$ cat config.mk
export PLATFORM = sky130hd
export DESIGN_NAME = ssr_receiver
export DESIGN_NICKNAME = d
export VERILOG_FILES = /design/src/pkg/ssr_pkg.sv /design/src/core/ssr_receiver.sv /design/src/core/ssr_shifter.sv /design/src/core/ssr_sync.sv
export SDC_FILE = /design/constraint.sdc
export NUM_CORES = 1
export LEC_CHECK = 0
export BUFFER_PORTS_ARGS = -buffer_cell sky130_fd_sc_hd__buf_2
export CORE_MARGIN = 2
export CORE_UTILIZATION = 40
export DETAILED_ROUTE_END_ITERATION = 10
export SLEW_MARGIN = 25
export SYNTH_ARGS = -nofsm -noshare
export SYNTH_HDL_FRONTEND = slang
export SYNTH_HIERARCHICAL = 1
export SYNTH_SLANG_ARGS = --single-unit
$ cat constraint.sdc
create_clock -name mclk_i -period 2.6 [get_ports mclk_i]
set_clock_uncertainty 0.2 [all_clocks]
set_input_delay 0.65 -clock mclk_i [delete_from_list [all_inputs] [get_ports mclk_i]]
set_output_delay 0.65 -clock mclk_i [all_outputs]
set_load 0.05 [all_outputs]
$ cat src/pkg/ssr_pkg.sv
package ssr_pkg;

    // ****************************************
    // Register offsets
    // ****************************************
    localparam logic [2:0] ADDR_TX_STATUS = 3'h0;
    localparam logic [2:0] ADDR_RX_STATUS = 3'h1;
    localparam logic [2:0] ADDR_RX_BUFFER = 3'h2;
    localparam logic [2:0] ADDR_INT_STATUS = 3'h3;
    localparam logic [2:0] ADDR_INT_MASK = 3'h4;
    localparam logic [2:0] ADDR_CORE_CTRL = 3'h5;

    // ****************************************
    // Field positions
    // ****************************************
    localparam int TX_CLOCK_SOURCE_BIT = 7;
    localparam int TX_SYNC_SELECT_BIT = 4;
    localparam int RX_PORT_ENABLE_BIT = 7;
    localparam int RX_NINE_BIT_BIT = 6;
    localparam int RX_SINGLE_ENABLE_BIT = 5;
    localparam int RX_CONT_ENABLE_BIT = 4;
    localparam int RX_OVERRUN_BIT = 1;
    localparam int RX_NINTH_DATA_BIT = 0;
    localparam int INT_RECEIVE_BIT = 0;
    localparam int INT_OVERRUN_BIT = 1;
    localparam int CORE_GLOBAL_EN_BIT = 0;
    localparam int CORE_BUSY_BIT = 1;

    // ****************************************
    // Reset values
    // ****************************************
    localparam logic [7:0] TX_STATUS_RST = 8'h00;
    localparam logic [7:0] RX_STATUS_RST = 8'h00;
    localparam logic [7:0] RX_BUFFER_RST = 8'h00;
    localparam logic [1:0] INT_STATUS_RST = 2'h0;
    localparam logic [1:0] INT_MASK_RST = 2'h0;
    localparam logic [7:0] CORE_CTRL_RST = 8'h00;

    // ****************************************
    // Word lengths and interrupt vector
    // ****************************************
    localparam logic [3:0] WORD_LEN_8 = 4'h8;
    localparam logic [3:0] WORD_LEN_9 = 4'h9;
    localparam logic [15:0] IRQ_VECTOR = 16'h0020;

    // ****************************************
    // Receive states
    // ****************************************
    typedef enum logic [1:0] {
        SSR_IDLE,
        SSR_RECEIVE,
        SSR_HALTED
    } ssr_rx_state_e;

endpackage

$ cat src/core/ssr_receiver.sv
// The strobed register port and the register addresses were chosen for this implementation.
`timescale 1ns/1ps

// What this block does
// - Clock-source bit clear selects slave operation
// - Sync plus port enable, source clear: slave receive
// - Single receive enable ignored in slave mode
// - Continuous enable keeps receiving through core sleep
// - Full word moves to buffer unless it overruns, sets flag
// - Masked-in flag raises interrupt, wakes core
// - Global enable: wake branches to vector 0020h
// - Nine-bit select gives nine-bit words
// - Ninth bit and errors in receive status
// - Low eight data bits in receive buffer
// - Clearing continuous enable clears pending error
// - Clearing enables aborts and idles receive logic
module ssr_receiver (
    // Clock and reset
    input wire logic mclk_i,
    input wire logic sys_rst_i,
    // Register port
    input wire logic [2:0] reg_addr_i,
    input wire logic [7:0] reg_wdata_i,
    input wire logic reg_wr_i,
    input wire logic reg_rd_i,
    output logic [7:0] reg_rdata_o,
    // Serial link pins
    input wire logic shift_clk_i,
    input wire logic serial_data_i,
    // Core sleep state
    input wire logic core_sleep_i,
    // Interrupt and wake
    output logic irq_o,
    output logic wake_o,
    output logic branch_o,
    output logic [15:0] vector_o
);

    // ****************************************
    // Declarations
    // ****************************************
    logic [7:0] transmit_status_register;
    logic [7:0] receive_status_register;
    logic [7:0] receive_buffer_register;
    logic [7:0] core_ctrl;
    logic [1:0] int_status;
    logic [1:0] int_mask;
    logic [7:0] next_rdata;
    logic ninth_data;
    logic overrun;
    logic clk_prev;
    logic clk_rise;
    logic link_clk;
    logic link_data;
    logic [1:0] link_sync;
    ssr_pkg::ssr_rx_state_e state;
    ssr_pkg::ssr_rx_state_e next_state;
    logic word_done;
    logic [8:0] word;
    logic overrun_event;
    logic [1:0] int_set;
    logic [1:0] int_clear;
    logic [1:0] next_int_status;
    logic next_wake;
    logic next_branch;
    logic [15:0] next_vector;
    logic [7:0] rx_status_view;
    logic [7:0] core_ctrl_view;
    logic core_busy;
    logic shift_clear;
    logic shift_enable;

    // ****************************************
    // Configuration fields
    // ****************************************
    logic clock_source_select;
    logic sync_select;
    logic serial_port_enable;
    logic nine_bit_receive_select;
    logic continuous_receive_enable;
    logic global_int_enable;
    logic slave_mode;
    logic rx_enable;

    assign clock_source_select = transmit_status_register[ssr_pkg::TX_CLOCK_SOURCE_BIT];
    assign sync_select = transmit_status_register[ssr_pkg::TX_SYNC_SELECT_BIT];
    assign serial_port_enable = receive_status_register[ssr_pkg::RX_PORT_ENABLE_BIT];
    assign nine_bit_receive_select = receive_status_register[ssr_pkg::RX_NINE_BIT_BIT];
    assign continuous_receive_enable = receive_status_register[ssr_pkg::RX_CONT_ENABLE_BIT];
    assign global_int_enable = core_ctrl[ssr_pkg::CORE_GLOBAL_EN_BIT];

    // Slave receive needs sync, port enable and external clock
    assign slave_mode = sync_select && serial_port_enable && !clock_source_select;
    // Single receive enable has no say in slave mode
    assign rx_enable = slave_mode && continuous_receive_enable;

    // ****************************************
    // Register write and read decode
    // ****************************************
    logic wr_tx_status;
    logic wr_rx_status;
    logic wr_int_status;
    logic wr_int_mask;
    logic wr_core_ctrl;
    logic rd_tx_status;
    logic rd_rx_status;
    logic rd_rx_buffer;
    logic rd_int_status;
    logic rd_int_mask;
    logic rd_core_ctrl;

    assign wr_tx_status = reg_wr_i && (reg_addr_i == ssr_pkg::ADDR_TX_STATUS);
    assign wr_rx_status = reg_wr_i && (reg_addr_i == ssr_pkg::ADDR_RX_STATUS);
    assign wr_int_status = reg_wr_i && (reg_addr_i == ssr_pkg::ADDR_INT_STATUS);
    assign wr_int_mask = reg_wr_i && (reg_addr_i == ssr_pkg::ADDR_INT_MASK);
    assign wr_core_ctrl = reg_wr_i && (reg_addr_i == ssr_pkg::ADDR_CORE_CTRL);
    assign rd_tx_status = reg_rd_i && (reg_addr_i == ssr_pkg::ADDR_TX_STATUS);
    assign rd_rx_status = reg_rd_i && (reg_addr_i == ssr_pkg::ADDR_RX_STATUS);
    assign rd_rx_buffer = reg_rd_i && (reg_addr_i == ssr_pkg::ADDR_RX_BUFFER);
    assign rd_int_status = reg_rd_i && (reg_addr_i == ssr_pkg::ADDR_INT_STATUS);
    assign rd_int_mask = reg_rd_i && (reg_addr_i == ssr_pkg::ADDR_INT_MASK);
    assign rd_core_ctrl = reg_rd_i && (reg_addr_i == ssr_pkg::ADDR_CORE_CTRL);

    // ****************************************
    // Configuration registers
    // ****************************************
    always_ff @(posedge mclk_i) begin
        if (sys_rst_i) begin
            transmit_status_register <= ssr_pkg::TX_STATUS_RST;
        end else if (wr_tx_status) begin
            transmit_status_register <= reg_wdata_i;
        end
    end

    // Low four bits are status, not storage
    always_ff @(posedge mclk_i) begin
        if (sys_rst_i) begin
            receive_status_register <= ssr_pkg::RX_STATUS_RST;
        end else if (wr_rx_status) begin
            receive_status_register <= {reg_wdata_i[7:4], 4'h0};
        end
    end

    always_ff @(posedge mclk_i) begin
        if (sys_rst_i) begin
            int_mask <= ssr_pkg::INT_MASK_RST;
        end else if (wr_int_mask) begin
            int_mask <= reg_wdata_i[1:0];
        end
    end

    always_ff @(posedge mclk_i) begin
        if (sys_rst_i) begin
            core_ctrl <= ssr_pkg::CORE_CTRL_RST;
        end else if (wr_core_ctrl) begin
            core_ctrl <= reg_wdata_i;
        end
    end

    // ****************************************
    // Link pin synchronisers
    // ****************************************
    ssr_sync #(
        .WIDTH(2)
    ) u_link_sync (
        .mclk_i(mclk_i),
        .sys_rst_i(sys_rst_i),
        .async_i({serial_data_i, shift_clk_i}),
        .sync_o(link_sync)
    );

    assign link_clk = link_sync[0];
    assign link_data = link_sync[1];

    // ****************************************
    // Shift clock edge detect
    // ****************************************
    // Resets to the idle low level so no false edge follows reset
    always_ff @(posedge mclk_i) begin
        if (sys_rst_i) begin
            clk_prev <= 1'b0;
        end else begin
            clk_prev <= link_clk;
        end
    end

    assign clk_rise = link_clk && !clk_prev;

    // ****************************************
    // Receive state machine
    // ****************************************
    always_ff @(posedge mclk_i) begin
        if (sys_rst_i) begin
            state <= ssr_pkg::SSR_IDLE;
        end else begin
            state <= next_state;
        end
    end

    always_comb begin
        next_state = state;
        unique case (state)
            ssr_pkg::SSR_IDLE: begin
                if (rx_enable) begin
                    next_state = ssr_pkg::SSR_RECEIVE;
                end
            end
            ssr_pkg::SSR_RECEIVE: begin
                if (!rx_enable) begin
                    next_state = ssr_pkg::SSR_IDLE;
                end else if (overrun_event) begin
                    next_state = ssr_pkg::SSR_HALTED;
                end
            end
            // Overrun holds off reception until the enable is cleared
            ssr_pkg::SSR_HALTED: begin
                if (!rx_enable) begin
                    next_state = ssr_pkg::SSR_IDLE;
                end
            end
            default: begin
                next_state = ssr_pkg::SSR_IDLE;
            end
        endcase
    end

    // Shifter runs only while receiving
    assign shift_clear = (state != ssr_pkg::SSR_RECEIVE);
    assign shift_enable = clk_rise && (state == ssr_pkg::SSR_RECEIVE);
    assign core_busy = (state == ssr_pkg::SSR_RECEIVE);

    // ****************************************
    // Receive shift register
    // ****************************************
    ssr_shifter u_shifter (
        .mclk_i(mclk_i),
        .sys_rst_i(sys_rst_i),
        .clear_i(shift_clear),
        .shift_i(shift_enable),
        .bit_i(link_data),
        .nine_i(nine_bit_receive_select),
        .done_o(word_done),
        .word_o(word)
    );

    // ****************************************
    // Receive buffer and ninth bit
    // ****************************************
    // A word that overruns is dropped, the unread one kept
    assign overrun_event = word_done && int_status[ssr_pkg::INT_RECEIVE_BIT];

    always_ff @(posedge mclk_i) begin
        if (sys_rst_i) begin
            receive_buffer_register <= ssr_pkg::RX_BUFFER_RST;
            ninth_data <= 1'b0;
        end else if (word_done && !overrun_event) begin
            receive_buffer_register <= word[7:0];
            ninth_data <= word[8];
        end
    end

    // ****************************************
    // Overrun error
    // ****************************************
    always_ff @(posedge mclk_i) begin
        if (sys_rst_i) begin
            overrun <= 1'b0;
        end else if (overrun_event) begin
            overrun <= 1'b1;
        end else if (!continuous_receive_enable) begin
            overrun <= 1'b0;
        end
    end

    // ****************************************
    // Interrupt status, write one to clear
    // ****************************************
    assign int_set[ssr_pkg::INT_RECEIVE_BIT] = word_done;
    assign int_set[ssr_pkg::INT_OVERRUN_BIT] = overrun_event;
    assign int_clear = wr_int_status ? reg_wdata_i[1:0] : 2'h0;
    // A new event wins over a clear in the same cycle
    assign next_int_status = (int_status & ~int_clear) | int_set;

    always_ff @(posedge mclk_i) begin
        if (sys_rst_i) begin
            int_status <= ssr_pkg::INT_STATUS_RST;
        end else begin
            int_status <= next_int_status;
        end
    end

    assign irq_o = |(int_status & int_mask);

    // ****************************************
    // Wake and branch towards the core
    // ****************************************
    assign next_wake = irq_o && core_sleep_i;
    assign next_branch = next_wake && global_int_enable;
    assign next_vector = next_branch ? ssr_pkg::IRQ_VECTOR : 16'h0000;

    always_ff @(posedge mclk_i) begin
        if (sys_rst_i) begin
            wake_o <= 1'b0;
            branch_o <= 1'b0;
            vector_o <= 16'h0000;
        end else begin
            wake_o <= next_wake;
            branch_o <= next_branch;
            vector_o <= next_vector;
        end
    end

    // ****************************************
    // Register read back
    // ****************************************
    always_comb begin
        rx_status_view = receive_status_register;
        rx_status_view[ssr_pkg::RX_OVERRUN_BIT] = overrun;
        rx_status_view[ssr_pkg::RX_NINTH_DATA_BIT] = ninth_data;
    end

    always_comb begin
        core_ctrl_view = core_ctrl;
        core_ctrl_view[ssr_pkg::CORE_BUSY_BIT] = core_busy;
    end

    assign next_rdata = rd_tx_status ? transmit_status_register :
                        rd_rx_status ? rx_status_view :
                        rd_rx_buffer ? receive_buffer_register :
                        rd_int_status ? {6'h00, int_status} :
                        rd_int_mask ? {6'h00, int_mask} :
                        rd_core_ctrl ? core_ctrl_view :
                        8'h00;

    // Read data stand only in the cycle after the strobe
    always_ff @(posedge mclk_i) begin
        if (sys_rst_i) begin
            reg_rdata_o <= 8'h00;
        end else begin
            reg_rdata_o <= next_rdata;
        end
    end

endmodule

$ cat src/core/ssr_shifter.sv
`timescale 1ns/1ps

module ssr_shifter (
    // Clock and reset
    input wire logic mclk_i,
    input wire logic sys_rst_i,
    // Control
    input wire logic clear_i,
    input wire logic shift_i,
    input wire logic bit_i,
    input wire logic nine_i,
    // Completed word
    output logic done_o,
    output logic [8:0] word_o
);

    logic [8:0] shift_reg;
    logic [3:0] count;
    logic [8:0] next_shift;
    logic [3:0] word_len;
    logic last_bit;

    // ****************************************
    // Bit assembly, first bit is the LSB
    // ****************************************
    assign next_shift = {bit_i, shift_reg[8:1]};
    assign word_len = nine_i ? ssr_pkg::WORD_LEN_9 : ssr_pkg::WORD_LEN_8;
    assign last_bit = shift_i && (count == word_len - 4'h1);

    always_ff @(posedge mclk_i) begin
        if (sys_rst_i || clear_i) begin
            shift_reg <= 9'h000;
            count <= 4'h0;
        end else if (last_bit) begin
            shift_reg <= 9'h000;
            count <= 4'h0;
        end else if (shift_i) begin
            shift_reg <= next_shift;
            count <= count + 4'h1;
        end
    end

    // Right align an 8-bit word
    always_ff @(posedge mclk_i) begin
        if (sys_rst_i || clear_i) begin
            done_o <= 1'b0;
            word_o <= 9'h000;
        end else begin
            done_o <= last_bit;
            if (last_bit) begin
                word_o <= nine_i ? next_shift : {1'b0, next_shift[8:1]};
            end
        end
    end

endmodule

$ cat src/core/ssr_sync.sv
`timescale 1ns/1ps

module ssr_sync #(
    parameter int WIDTH = 2
) (
    // Clock and reset
    input wire logic mclk_i,
    input wire logic sys_rst_i,
    // Asynchronous levels in, synchronised levels out
    input wire logic [WIDTH-1:0] async_i,
    output logic [WIDTH-1:0] sync_o
);

    // ****************************************
    // Two flip-flops per bit
    // ****************************************
    genvar gi;
    generate
        for (gi = 0; gi < WIDTH; gi++) begin : g_bit
            logic stage1;
            logic stage2;
            always_ff @(posedge mclk_i) begin
                if (sys_rst_i) begin
                    stage1 <= 1'b0;
                    stage2 <= 1'b0;
                end else begin
                    stage1 <= async_i[gi];
                    stage2 <= stage1;
                end
            end
            assign sync_o[gi] = stage2;
        end
    endgenerate

endmodule

### Word level (Yosys, flattened, before mapping)

Cells that the tools add are included.
W data, S select, Z words.

| word-level totals | value |
|---|---|
| flip-flop bits (word level) | 90 |
| bits of input ports | 18 |
| output and inout port bits | 27 |

| cells by class | value |
|---|---|
| add/sub/neg operators | 2 |
| equality and inequality tests | 13 |
| mux-type cells | 17 |
| bitwise gates (word level) | 4 |
| reduce and logical (&&, ||, !) cells | 30 |

Operator list:

| kind | count |
|---|---|
| $mux W8 | 6 |
| $logic_and A1 B1 Y1 | 21 |
| $mux W2 | 5 |
| $mux W9 | 1 |
| $eq A3 B2 Y1 const B | 2 |
| $eq A3 B3 Y1 const B | 2 |
| $mux W6 | 1 |
| $pmux W2 S3 | 1 |
| $add A4 B1 Y4 const B | 1 |
| $and A2 B2 Y2 | 2 |
| $eq A4 B4 Y1 | 1 |
| $ne A2 B1 Y1 const B | 2 |
| $ne A2 B2 Y1 const B | 2 |
| $reduce_or A2 Y1 | 2 |
| $sub A4 B1 Y4 const B | 1 |
| $eq A3 B1 Y1 const B | 1 |
| $logic_not A1 Y1 | 3 |
| $logic_not A3 Y1 | 1 |
| $mux W1 | 3 |
| $ne A3 B3 Y1 const B | 1 |
| $reduce_and A3 Y1 | 1 |
| $eq A2 B1 Y1 const B | 1 |
| $eq A2 B2 Y1 const B | 1 |
| $logic_not A2 Y1 | 1 |
| other kinds (3) | 3 |

### Depth between registers and ports, before layout

Gate-level depths: netlist of run 1.

| depth | value |
|---|---|
| depth in word-level cells | 8 |
| depth in mapped cells | 7 |
| depth with buffers taken out | 5 |

### Modules after synthesis

Netlist of run 1, hierarchy kept.

Modules (own cells, without submodules):

| module | times used | cells each | area each (sq um) |
|---|---|---|---|
| ssr_receiver | 1 | 239 | 2103.3 |
| ssr_shifter | 1 | 110 | 1104.8 |
| ssr_sync | 1 | 10 | 120.1 |

### Worst setup path before layout of run 1

Ideal clock, no wire load.

| path | value |
|---|---|
| path type | register -> register |
| from | register state[1] |
| to | register u_shifter.word_o[0] |
| library setup time | 0.145 ns |
| arrival time | 1.788 ns |
| data required time | 2.255 ns |
| path slack | 0.467 ns |
| cell stages (with the launch flop) | 7 |
| clock period less this slack | 2.133 ns |
| path through | dfxtp_1 nand2b_1 nor3b_1 nor3b_2 a22o_1 buf_6 a211oi_2 |

| on the way | value |
|---|---|
| elaborated cells on any way between the ends | 5 |
| classes of those cells | 2 x eq/ne; 3 x reduce/logical |

RTL lines:

| what | line | source |
|---|---|---|
| start, declared | ssr_receiver.sv:56 | `ssr_pkg::ssr_rx_state_e state;` |
| start signal, assigned | ssr_receiver.sv:194 | `state <= ssr_pkg::SSR_IDLE;` |
| start signal, assigned | ssr_receiver.sv:196 | `state <= next_state;` |
| $ne A2 B1 Y1 | ssr_receiver.sv:228 | `assign shift_clear = (state != ssr_pkg::SSR_RECEIVE);` |
| via shift_clear | ssr_receiver.sv:70 | `logic shift_clear;` |
| $logic_or A1 B1 Y1 | ssr_shifter.sv:45 | `if (sys_rst_i \|\| clear_i) begin` |
| end signal, assigned | ssr_shifter.sv:51 | `word_o <= nine_i ? next_shift : {1'b0, next_shift[8:1]};` |
| end, declared | ssr_shifter.sv:14 | `output logic [8:0] word_o` |

The timed path passes the listed nets, and every way through them passes these cells.
A chain may end at the register's enable or synchronous reset.

### Final worst setup path of run 1

Ends and elaborated chain as after synthesis.

==> impl_metrics.yaml, run 1 <==
run_status:
  outcome: "finished, final reports clean"
yosys:
  ys.flop_type: "dfxtp_1"
  synth_area_um2: 3330
  synthTopCellsByCount: "dfxtp_1 (72), nand2_1 (46), nor2_1 (25)"
  ys_seq_area_frac: 0.433
  async_flop_share: 0
  synth_edf_count: 0
  yosys_register_bits: 72
  synthDominantCellAreaShare: 0.433
  netlist_instances: 359
  yosysWarnings: 6
  syn_avg_cell_area_um2: 9.27
  synth_area_leaders: "dfxtp_1 (43%), mux2i_1 (7.2%), nand2_1 (5.2%)"
  synth_top_cell_by_area: "dfxtp_1"
  synthDistinctLibCells: 52
  synth_most_common_cell: "dfxtp_1"
layout:
  nets: 399
  areaGrowthSynthToFinish_pct: 9.77
  register_area_um2: 1440
  regMostFlops: "u_shifter/word_o"
  drive_gt1_frac: 0.190
  largest_reg_flops: 9
  multiInputGateArea_um2: 1660
  diodes: 0
  fillers: 821
worst_hold_path:
  hold_path.class: "flip-flop to flip-flop"
floorplan:
  die_w_um: 95.2
  num_io_pins: 45
  core_area_um2: 8130
  die_h_um: 95.2
  die_area_um2: 9070
  rows: 33
  start_util: 0.409
setup_path:
  critPathKind: "flip-flop to flip-flop"
  required_ps: 2600
  reg2reg_depth: 5
  arrival_ps: 2200
  regToRegSetupSlack_ps: 400
  rr_endpoint: "u_shifter/word_o[0]$_SDFFE_PP0P_"
  r2r_start: "state[1]$_SDFFE_PP0P_"
  critPathMaxFanout: 11
  timing.critical_path.to: "u_shifter/word_o[0]$_SDFFE_PP0P_"
  startpoint_type: "flip-flop"
  setup.worst_path.end_class: "flip-flop"
  crit_start: "state[1]$_SDFFE_PP0P_"
clock_network:
  cts.clk_slew.worst_paths_ps: 70
  h-tree-depth: 3
  cts_tree: "done"
  cts_sinks: 72
  post_cts_buffers: 0
  clk_path_buf_depth: 2
  insertion_delay_ps: 350
  post_cts_resized: 0
  postCtsHoldBufs: 0
  ctsRootBufferMaster: "clkbuf_8"
  cts_buffers: 9
power:
  p_leak_nw: 1.33
  finalPower_w: 0.00218
  irDropWorstVdd_v: 0.000382
  powerDensity_nw_per_um2: 596
detailed_routing:
  drtIter0Drc: 92
  vias: 2500
  drc: 0
  wl_um: 6800
  drt_first_pass_iters: 4
  antenna_left: 0
  wire_per_inst_um: 13.9
  via_per_inst: 5.10
placed_design:
  gp_congestion: 0.803
  dpl.hpwl_um: 4790
  portBuffers: 29
timing:
  hold_ws_ps: 240
  fin_crit_ps: 2200
  relSlewSlack: 0.614
  setup_tns_ps: 0
  slew_viol_final: 0
  fmax_mhz: 455
  hold_viol: 0
  finalCritPeriodShare: 0.846
  worst_pin_slew_ps: 578
  rsz0062_at_grt: "no"
  setup_viol_count_final: 0
grt:
  grt_pass1_wl_um: 11100
  grt_max_degree: 25
  grt_pass1_vias: 2305
  grt_antenna_before_repair: 0
  grt_use_total: 0.159
  grt_overflow: 0
run:
  max-cap-violations: 0
cell usage in the layout (no fill, tap or decap), types with 10 or more instances in the layout:
master,synthesis,routed
o21ai_1,12,12
a21oi_1,24,24
buf_2,6,29
nand2_1,46,46
mux2i_1,24,24
nor2_1,25,25
clkbuf_8,0,10
conb_1,1,15
dfxtp_1,72,72
nor2b_1,12,12
cell families after synthesis:
| group | Yosys count | share of synthesized area |
|---|---|---|
| AND/OR/NAND/NOR | 140 | 0.239 |
| AO/OA/AOI/OAI | 77 | 0.164 |
| multiplexers | 24 | 0.0722 |
| XOR/XNOR | 1 | 0.00263 |
| flip-flops | 72 | 0.433 |
| adder cells (fa/ha/maj) | 1 | 0.00376 |
| buffers and inverters | 43 | 0.0846 |
| other | 1 | 0.00113 |
per-stage QoR:
| step | instances | cell area, um^2 | utilization | setup slack (ps) |
|---|---|---|---|---|
| after floorplan | 373 | 3380 | - | 467 |
| after global placement | 474 | 3450 | 0.424 | 477 |
| after detailed placement | 474 | 3450 | 0.424 | 413 |
| after CTS | 490 | 3650 | 0.449 | 378 |
| after global routing | 490 | 3650 | 0.449 | 240 |
| final | 490 | 3650 | 0.449 | 400 |
power by group:
| part | leakage (nW) | internal, W | total [W] | switching, W |
|---|---|---|---|---|
| clock | 0.0989 | 0.000472 | 0.000897 | 0.000425 |
| sequential | 0.582 | 0.00111 | 0.00112 | 0.00000610 |
| combinational | 0.648 | 0.0000405 | 0.000160 | 0.000119 |
layer usage:
layer	vias to the layer above	part of all wire	track usage
li1	1286	-	-
met1	1160	0.48	0.199
met2	49	0.47	0.262
met3	5	0.039	0.0458
met4	0	0.011	0.0507
met5	-	0	0
critical path, stage by stage (launching register included):
cell,delay [ps]
dfxtp_1,320
nand2b_1,230
nor3b_2,390
and4b_1,280
a22o_1,500
a211oi_2,140
how the worst min path moves through the flow:
stage                                        endpoint                              startpoint  cells after the start
2_1_floorplan                   state[0]$_SDFFE_PP0P_                   state[1]$_SDFFE_PP0P_                      1
3_3_place_gp                    state[0]$_SDFFE_PP0P_                   state[1]$_SDFFE_PP0P_                      1
3_5_place_dp   u_link_sync/g_bit[0].stage2$_SDFF_PP0_  u_link_sync/g_bit[0].stage1$_SDFF_PP0_                      1
4_1_cts                         state[0]$_SDFFE_PP0P_                   state[1]$_SDFFE_PP0P_                      1
5_1_grt        u_link_sync/g_bit[0].stage2$_SDFF_PP0_  u_link_sync/g_bit[0].stage1$_SDFF_PP0_                      1
6_report                        state[0]$_SDFFE_PP0P_                   state[1]$_SDFFE_PP0P_                      1
area by class of cell:
cell class,instances,share of cell area
Multi-Input combinational cell,258,0.455
Clock buffer,10,0.0377
Clock inverter,6,0.0185
Timing Repair Buffer,37,0.0562
Tap cell,105,0.0360
Inverter,2,0.00205
Sequential cell,72,0.395
(Power assumes the default switching activity.)
==> run 2: changes to the inputs <==
--- a/config.mk
+++ b/config.mk
@@ -5,6 +5,7 @@
 export SDC_FILE = /design/constraint.sdc
 export NUM_CORES = 1
 export LEC_CHECK = 0
+export ABC_AREA = 1
 export BUFFER_PORTS_ARGS = -buffer_cell sky130_fd_sc_hd__buf_2
 export CORE_MARGIN = 2
 export CORE_UTILIZATION = 40
==> constraint.sdc (replaced) <==
create_clock -name mclk_i -period 2.2 [get_ports mclk_i]
set_clock_uncertainty 0.2 [all_clocks]
set_input_delay 0.55 -clock mclk_i [delete_from_list [all_inputs] [get_ports mclk_i]]
set_output_delay 0.55 -clock mclk_i [all_outputs]
set_load 0.05 [all_outputs]
==> run 2 against run 1 <==
  * Area after synthesis fell by 3.6%
  * Critical path depth is 2 lower
  * Synthesized cell count increased by 15%
  * Register-to-register slack got worse by 50 ps
  * Final area shrank 3.0%
  * Sequential share of layout area increased by 1.2 points
  * Worst hold slack lost 35 ps
  * Die area is 3.5% lower
  * Critical path type is now flip-flop to output pin
  * Largest cell class is now sequential cells
  * Largest power group unchanged
==> impl_metrics.yaml, run 2 <==
run_status:
  outcome: "finished, final reports clean"
clock_network:
  cts.clk_slew.worst_paths_ps: 70
  cts_sinks: 72
  insertion_delay_ps: 350
  postCtsHoldBufs: 0
  ctsRootBufferMaster: "clkbuf_8"
  cts_tree: "done"
  post_cts_resized: 0
  clk_path_buf_depth: 2
  post_cts_buffers: 0
  cts_buffers: 9
  h-tree-depth: 3
yosys:
  synth_most_common_cell: "dfxtp_1"
  async_flop_share: 0
  netlist_instances: 412
  synthDominantCellAreaShare: 0.449
  synthDistinctLibCells: 31
  ys.flop_type: "dfxtp_1"
  ys_seq_area_frac: 0.449
  synth_top_cell_by_area: "dfxtp_1"
  yosys_register_bits: 72
  yosysWarnings: 6
  synth_area_um2: 3210
  synth_edf_count: 0
  syn_avg_cell_area_um2: 7.78
  synth_area_leaders: "dfxtp_1 (45%), o21ai_0 (7.8%), inv_1 (6.4%)"
  synthTopCellsByCount: "dfxtp_1 (72), inv_1 (55), nor2_1 (52)"
floorplan:
  core_area_um2: 7770
  die_area_um2: 8750
  die_h_um: 93.5
  start_util: 0.413
  num_io_pins: 45
  rows: 32
  die_w_um: 93.5
layout:
  diodes: 0
  final_cells: 543
  drive_gt1_frac: 0.170
  final_area_um2: 3540
  final_common_cell: "dfxtp_1"
  regMostFlops: "u_shifter/word_o"
  most-common-layout-cells: "dfxtp_1 (72), inv_1 (55), nor2_1 (52), o21ai_0 (50), nand2_1 (36)"
  nets: 455
  largest_reg_flops: 9
  fillers: 804
  areaGrowthSynthToFinish_pct: 10.5
placed_design:
  post-place-ws_ps: 347
  dpl.hpwl_um: 4480
  gp_congestion: 0.783
  place_area_um2: 3350
  portBuffers: 29
  dp_cells: 527
setup_path:
  critPathMaxFanout: 5
  cpLargestDelayFamily: "flip-flops"
  critPathKind: "flip-flop to output pin"
  startpoint_type: "flip-flop"
  crit_buf_inv: 2
  path_cells: "inv_1, o22ai_1, buf_2"
  slowest_delay_ps: 400
  required_ps: 1450
  arrival_ps: 1330
  crit_path_top_delay_cell: "dfxtp_1"
  setup.worst_path.end_class: "output pin"
timing:
  fin_crit_ps: 2080
  slew_viol_final: 0
  setup_viol_count_final: 0
  setup_tns_ps: 0
  finalCritPeriodShare: 0.943
  rsz0062_at_grt: "no"
  hold_viol: 0
  fmax_mhz: 482
  setup_ws_ps: 125
grt:
  grt_pass1_vias: 2325
  grt_overflow: 0
  grt_pass1_wl_um: 11000
  grt_antenna_before_repair: 0
  grt_use_total: 0.159
  grt_max_degree: 41
worst_hold_path:
  hold_path.class: "flip-flop to flip-flop"
run:
  max-cap-violations: 0
detailed_routing:
  drtIter0Drc: 138
  wire_per_inst_um: 11.6
  via_per_inst: 4.74
  vias: 2572
  drc: 0
  antenna_left: 0
  wl_um: 6310
  drt_first_pass_iters: 5
power:
  p_clk_frac: 0.406
  power_frac_seq: 0.521
  finalPower_w: 0.00256
  p_sw_w: 0.000633
  p_sw_frac: 0.248
  powerDensity_nw_per_um2: 721
  irDropWorstVdd_v: 0.000314
  p_leak_nw: 1.44
  power_frac_comb: 0.073
  p_int_w: 0.00192
[run 2: cell count changes after synthesis, moves of 10 or more]
cell | previous run | this run
a21oi_1 | 24 | 34
inv_1 | 2 | 55
mux2i_1 | 24 | 3
nand2_1 | 46 | 36
nand4_1 | 4 | 15
nor2_1 | 25 | 52
nor2b_1 | 12 | 0
o21ai_0 | 3 | 50
o21ai_1 | 12 | 1
[run 2: kinds of logic (layout without fill, tap and decap cells)]
| family | after synthesis | after routing | synth area share |
|---|---|---|---|
| muxes | 3 | 3 | 0.00936 |
| and+or+nand+nor | 145 | 145 | 0.232 |
| adders and majority gates | 1 | 1 | 0.00390 |
| other | 1 | 15 | 0.00117 |
| DFF | 72 | 72 | 0.449 |
| buffers and inverters | 94 | 109 | 0.144 |
| AOI/OAI and AO/OA | 93 | 93 | 0.152 |
| xor gates and xnor gates | 3 | 3 | 0.00820 |
[run 2: layout make-up]
class / instances / area (um^2) / share of cell area
clock buffer: 12 / 145 / 0.0409
timing repair buffer: 34 / 195 / 0.0551
multi-input combinational: 260 / 1360 / 0.384
inverter: 59 / 221 / 0.0625
tap: 102 / 128 / 0.0360
clock inverter: 4 / 52.6 / 0.0148
sequential: 72 / 1440 / 0.407
[run 2: stage by stage]
stage               hold slack (ps)  utilization
finish                          205        0.456
global route                    193        0.456
CTS                             192        0.456
detailed placement              199        0.431
global placement                197        0.431
floorplan                       188            -
[run 2: path summary, 6_finish.rpt]
kind	startpoint	end	slack [ps]	cells after the start
max	int_status[0]$_SDFF_PP0_	irq_o	120	3
min reg2reg	u_link_sync/g_bit[0].stage1$_SDFF_PP0_	u_link_sync/g_bit[0].stage2$_SDFF_PP0_	200	2
max reg2reg	state[0]$_SDFFE_PP0P_	u_shifter/count[2]$_SDFFE_PP0P_	350	9
min	u_link_sync/g_bit[0].stage1$_SDFF_PP0_	u_link_sync/g_bit[0].stage2$_SDFF_PP0_	200	2
[run 2: power groups by stage]
stage | clock network, W | logic, W | registers, W
4_1_cts | 0.00108 | 0.000187 | 0.00133
5_1_grt | 0.00115 | 0.000205 | 0.00133
3_3_place_gp | 0 | 0.000183 | 0.00136
3_5_place_dp | 0 | 0.000186 | 0.00136
6_report | 0.00104 | 0.000186 | 0.00133
2_1_floorplan | 0 | 0.000153 | 0.00137
[run 2: layer usage]
metal / vias to the layer above / global-route usage / part of all wire
li1: 1358 / - / -
met1: 1153 / 0.202 / 0.48
met2: 55 / 0.254 / 0.46
met3: 6 / 0.0564 / 0.048
met4: 0 / 0.0507 / 0.010
met5: - / 0 / 0
[run 2: worst min-delay path, cell delays in order, from the launching register on]
cell and delay [ps]:
dfxtp_1 300, inv_1 40, nor2_1 30
==> run 3: changes to the inputs <==
--- a/config.mk
+++ b/config.mk
@@ -10,8 +10,10 @@
 export CORE_MARGIN = 2
 export CORE_UTILIZATION = 40
 export DETAILED_ROUTE_END_ITERATION = 10
+export SETUP_SLACK_MARGIN = 0.15
 export SLEW_MARGIN = 25
 export SYNTH_ARGS = -nofsm -noshare
 export SYNTH_HDL_FRONTEND = slang
 export SYNTH_HIERARCHICAL = 1
 export SYNTH_SLANG_ARGS = --single-unit
+export TNS_END_PERCENT = 1
==> run 3 against run 2 <==
  * Sequential cell count unchanged
  * Critical path depth unchanged
  * Register-to-register slack about the same
  * Global-route usage unchanged
  * Count of clock-buffer cells in the layout unchanged
  * Critical path type unchanged
  * Critical endpoint unchanged
==> impl_metrics.yaml, run 3 (same netlist as run 2, synthesis figures left out) <==
run_status:
  outcome: "finished, final reports clean"
power:
  irDropWorstVdd_v: 0.000314
  p_int_w: 0.00192
  p_sw_w: 0.000637
  p_leak_nw: 1.44
  powerDensity_nw_per_um2: 720
  power_frac_seq: 0.520
  p_sw_frac: 0.249
  p_clk_frac: 0.407
  power_frac_comb: 0.073
floorplan:
  num_io_pins: 45
  start_util: 0.413
  die_w_um: 93.5
  die_h_um: 93.5
  rows: 32
  die_area_um2: 8750
  core_area_um2: 7770
detailed_routing:
  wl_um: 6390
  drt_first_pass_iters: 4
  drc: 0
  vias: 2547
  route.met2.wl_um: 2930
  wire_per_inst_um: 11.8
  antenna_left: 0
  route.met3.wl_um: 282
  highest_layer: "met4"
  wl_met1_um: 3080
  drtIter0Drc: 119
  via_per_inst: 4.69
timing:
  finalCritPeriodShare: 0.895
  setup_viol_count_final: 0
  hold_viol: 0
  setup_tns_ps: 0
  rsz0062_at_grt: "no"
  fin_crit_ps: 1970
  fmax_mhz: 508
  slew_viol_final: 0
placed_design:
  gp_congestion: 0.783
  dpl.hpwl_um: 4480
  portBuffers: 29
  place_area_um2: 3350
clock_network:
  ctsRootBufferMaster: "clkbuf_8"
  cts_tree: "done"
  h-tree-depth: 3
  cts.clk_slew.worst_paths_ps: 80
  postCtsHoldBufs: 0
  cts_sinks: 72
  clk_path_buf_depth: 2
  cts_buffers: 9
  insertion_delay_ps: 350
  post_cts_buffers: 0
layout:
  fillers: 804
  diodes: 0
  multiInputGateArea_um2: 1370
  register_area_um2: 1440
  final_area_um2: 3550
  regMostFlops: "u_shifter/word_o"
  final_common_cell: "dfxtp_1"
  largest_reg_flops: 9
  drive_gt1_frac: 0.175
  most-common-layout-cells: "dfxtp_1 (71), inv_1 (55), nor2_1 (52), o21ai_0 (50), nand2_1 (36)"
  nets: 455
  areaGrowthSynthToFinish_pct: 10.8
grt:
  grt_antenna_before_repair: 0
  grt_pass1_wl_um: 11000
  grt_max_degree: 41
  grt_overflow: 0
  grt_pass1_vias: 2325
  grt_use_total: 0.159
run:
  max-cap-violations: 0
worst_hold_path:
  hold_path.class: "input pin to flip-flop"
setup_path:
  setup.worst_path.end_class: "output pin"
  critPathMaxFanout: 2
  required_ps: 1450
  critPathKind: "flip-flop to output pin"
  arrival_ps: 1220
  startpoint_type: "flip-flop"
-- run 3: cell count changes in the layout (fill, tap and decap cells not counted) --
cell | before | now
o22ai_2 | 0 | 1
dfxtp_2 | 0 | 1
dfxtp_1 | 72 | 71
buf_2 | 29 | 28
o22ai_1 | 2 | 1
buf_4 | 4 | 5
-- run 3: routing by layer --
| metal | track usage | up-vias |
|---|---|---|
| met3 | 0.0564 | 13 |
| met5 | 0 | - |
| met1 | 0.202 | 1139 |
| met4 | 0.0507 | 0 |
| li1 | - | 1357 |
| met2 | 0.254 | 38 |
-- run 3: critical path: stages (launching register included) --
cell     delay (ps)
dfxtp_1         340
inv_1            70
o22ai_2         220
buf_4           240
-- run 3: path summary, 6_finish.rpt --
kind / startpoint / endpoint / slack, ps / cells past startpoint
worst min register to register: u_link_sync/g_bit[0].stage1$_SDFF_PP0_ / u_link_sync/g_bit[0].stage2$_SDFF_PP0_ / 210 / 2
worst max register to register: state[0]$_SDFFE_PP0P_ / u_shifter/count[2]$_SDFFE_PP0P_ / 350 / 9
worst max-delay path: int_mask[0]$_SDFFE_PP0P_ / irq_o / 230 / 3
worst min-delay path: serial_data_i / u_link_sync/g_bit[1].stage1$_SDFF_PP0_ / 200 / 3
-- run 3: metrics by stage --
step           utilization  total power [W]  instances  worst slack [ps]  hold WS, ps
2_1_floorplan            -          0.00152        426               250          188
3_3_place_gp         0.431          0.00154        527               368          197
3_5_place_dp         0.431          0.00155        527               347          199
4_1_cts              0.457          0.00259        543               165          192
5_1_grt              0.458          0.00269        543               165          193
6_report             0.458          0.00256        543               230          205
-- run 3: power groups by stage --
stage                     sequential, W  clock [W]  combinational, W
after floorplan                 0.00137          0          0.000153
after global routing            0.00133    0.00115          0.000205
after detailed placement        0.00136          0          0.000186
final                           0.00133    0.00104          0.000187
after global placement          0.00136          0          0.000183
after CTS                       0.00133    0.00108          0.000187
-- run 3: layout make-up --
type                            count  share of cell area
Sequential cell                    72               0.406
Multi-Input combinational cell    260               0.385
Inverter                           59              0.0623
Timing Repair Buffer               34              0.0556
Clock buffer                       12              0.0408
Tap cell                          102              0.0359
Clock inverter                      4              0.0148
-- run 3: timing repair --
action | in CTS | in global routing
endpoints found under the setup margin | 1 | 1
gates resized for setup | 1 | 2
pin swaps | 0 | 0
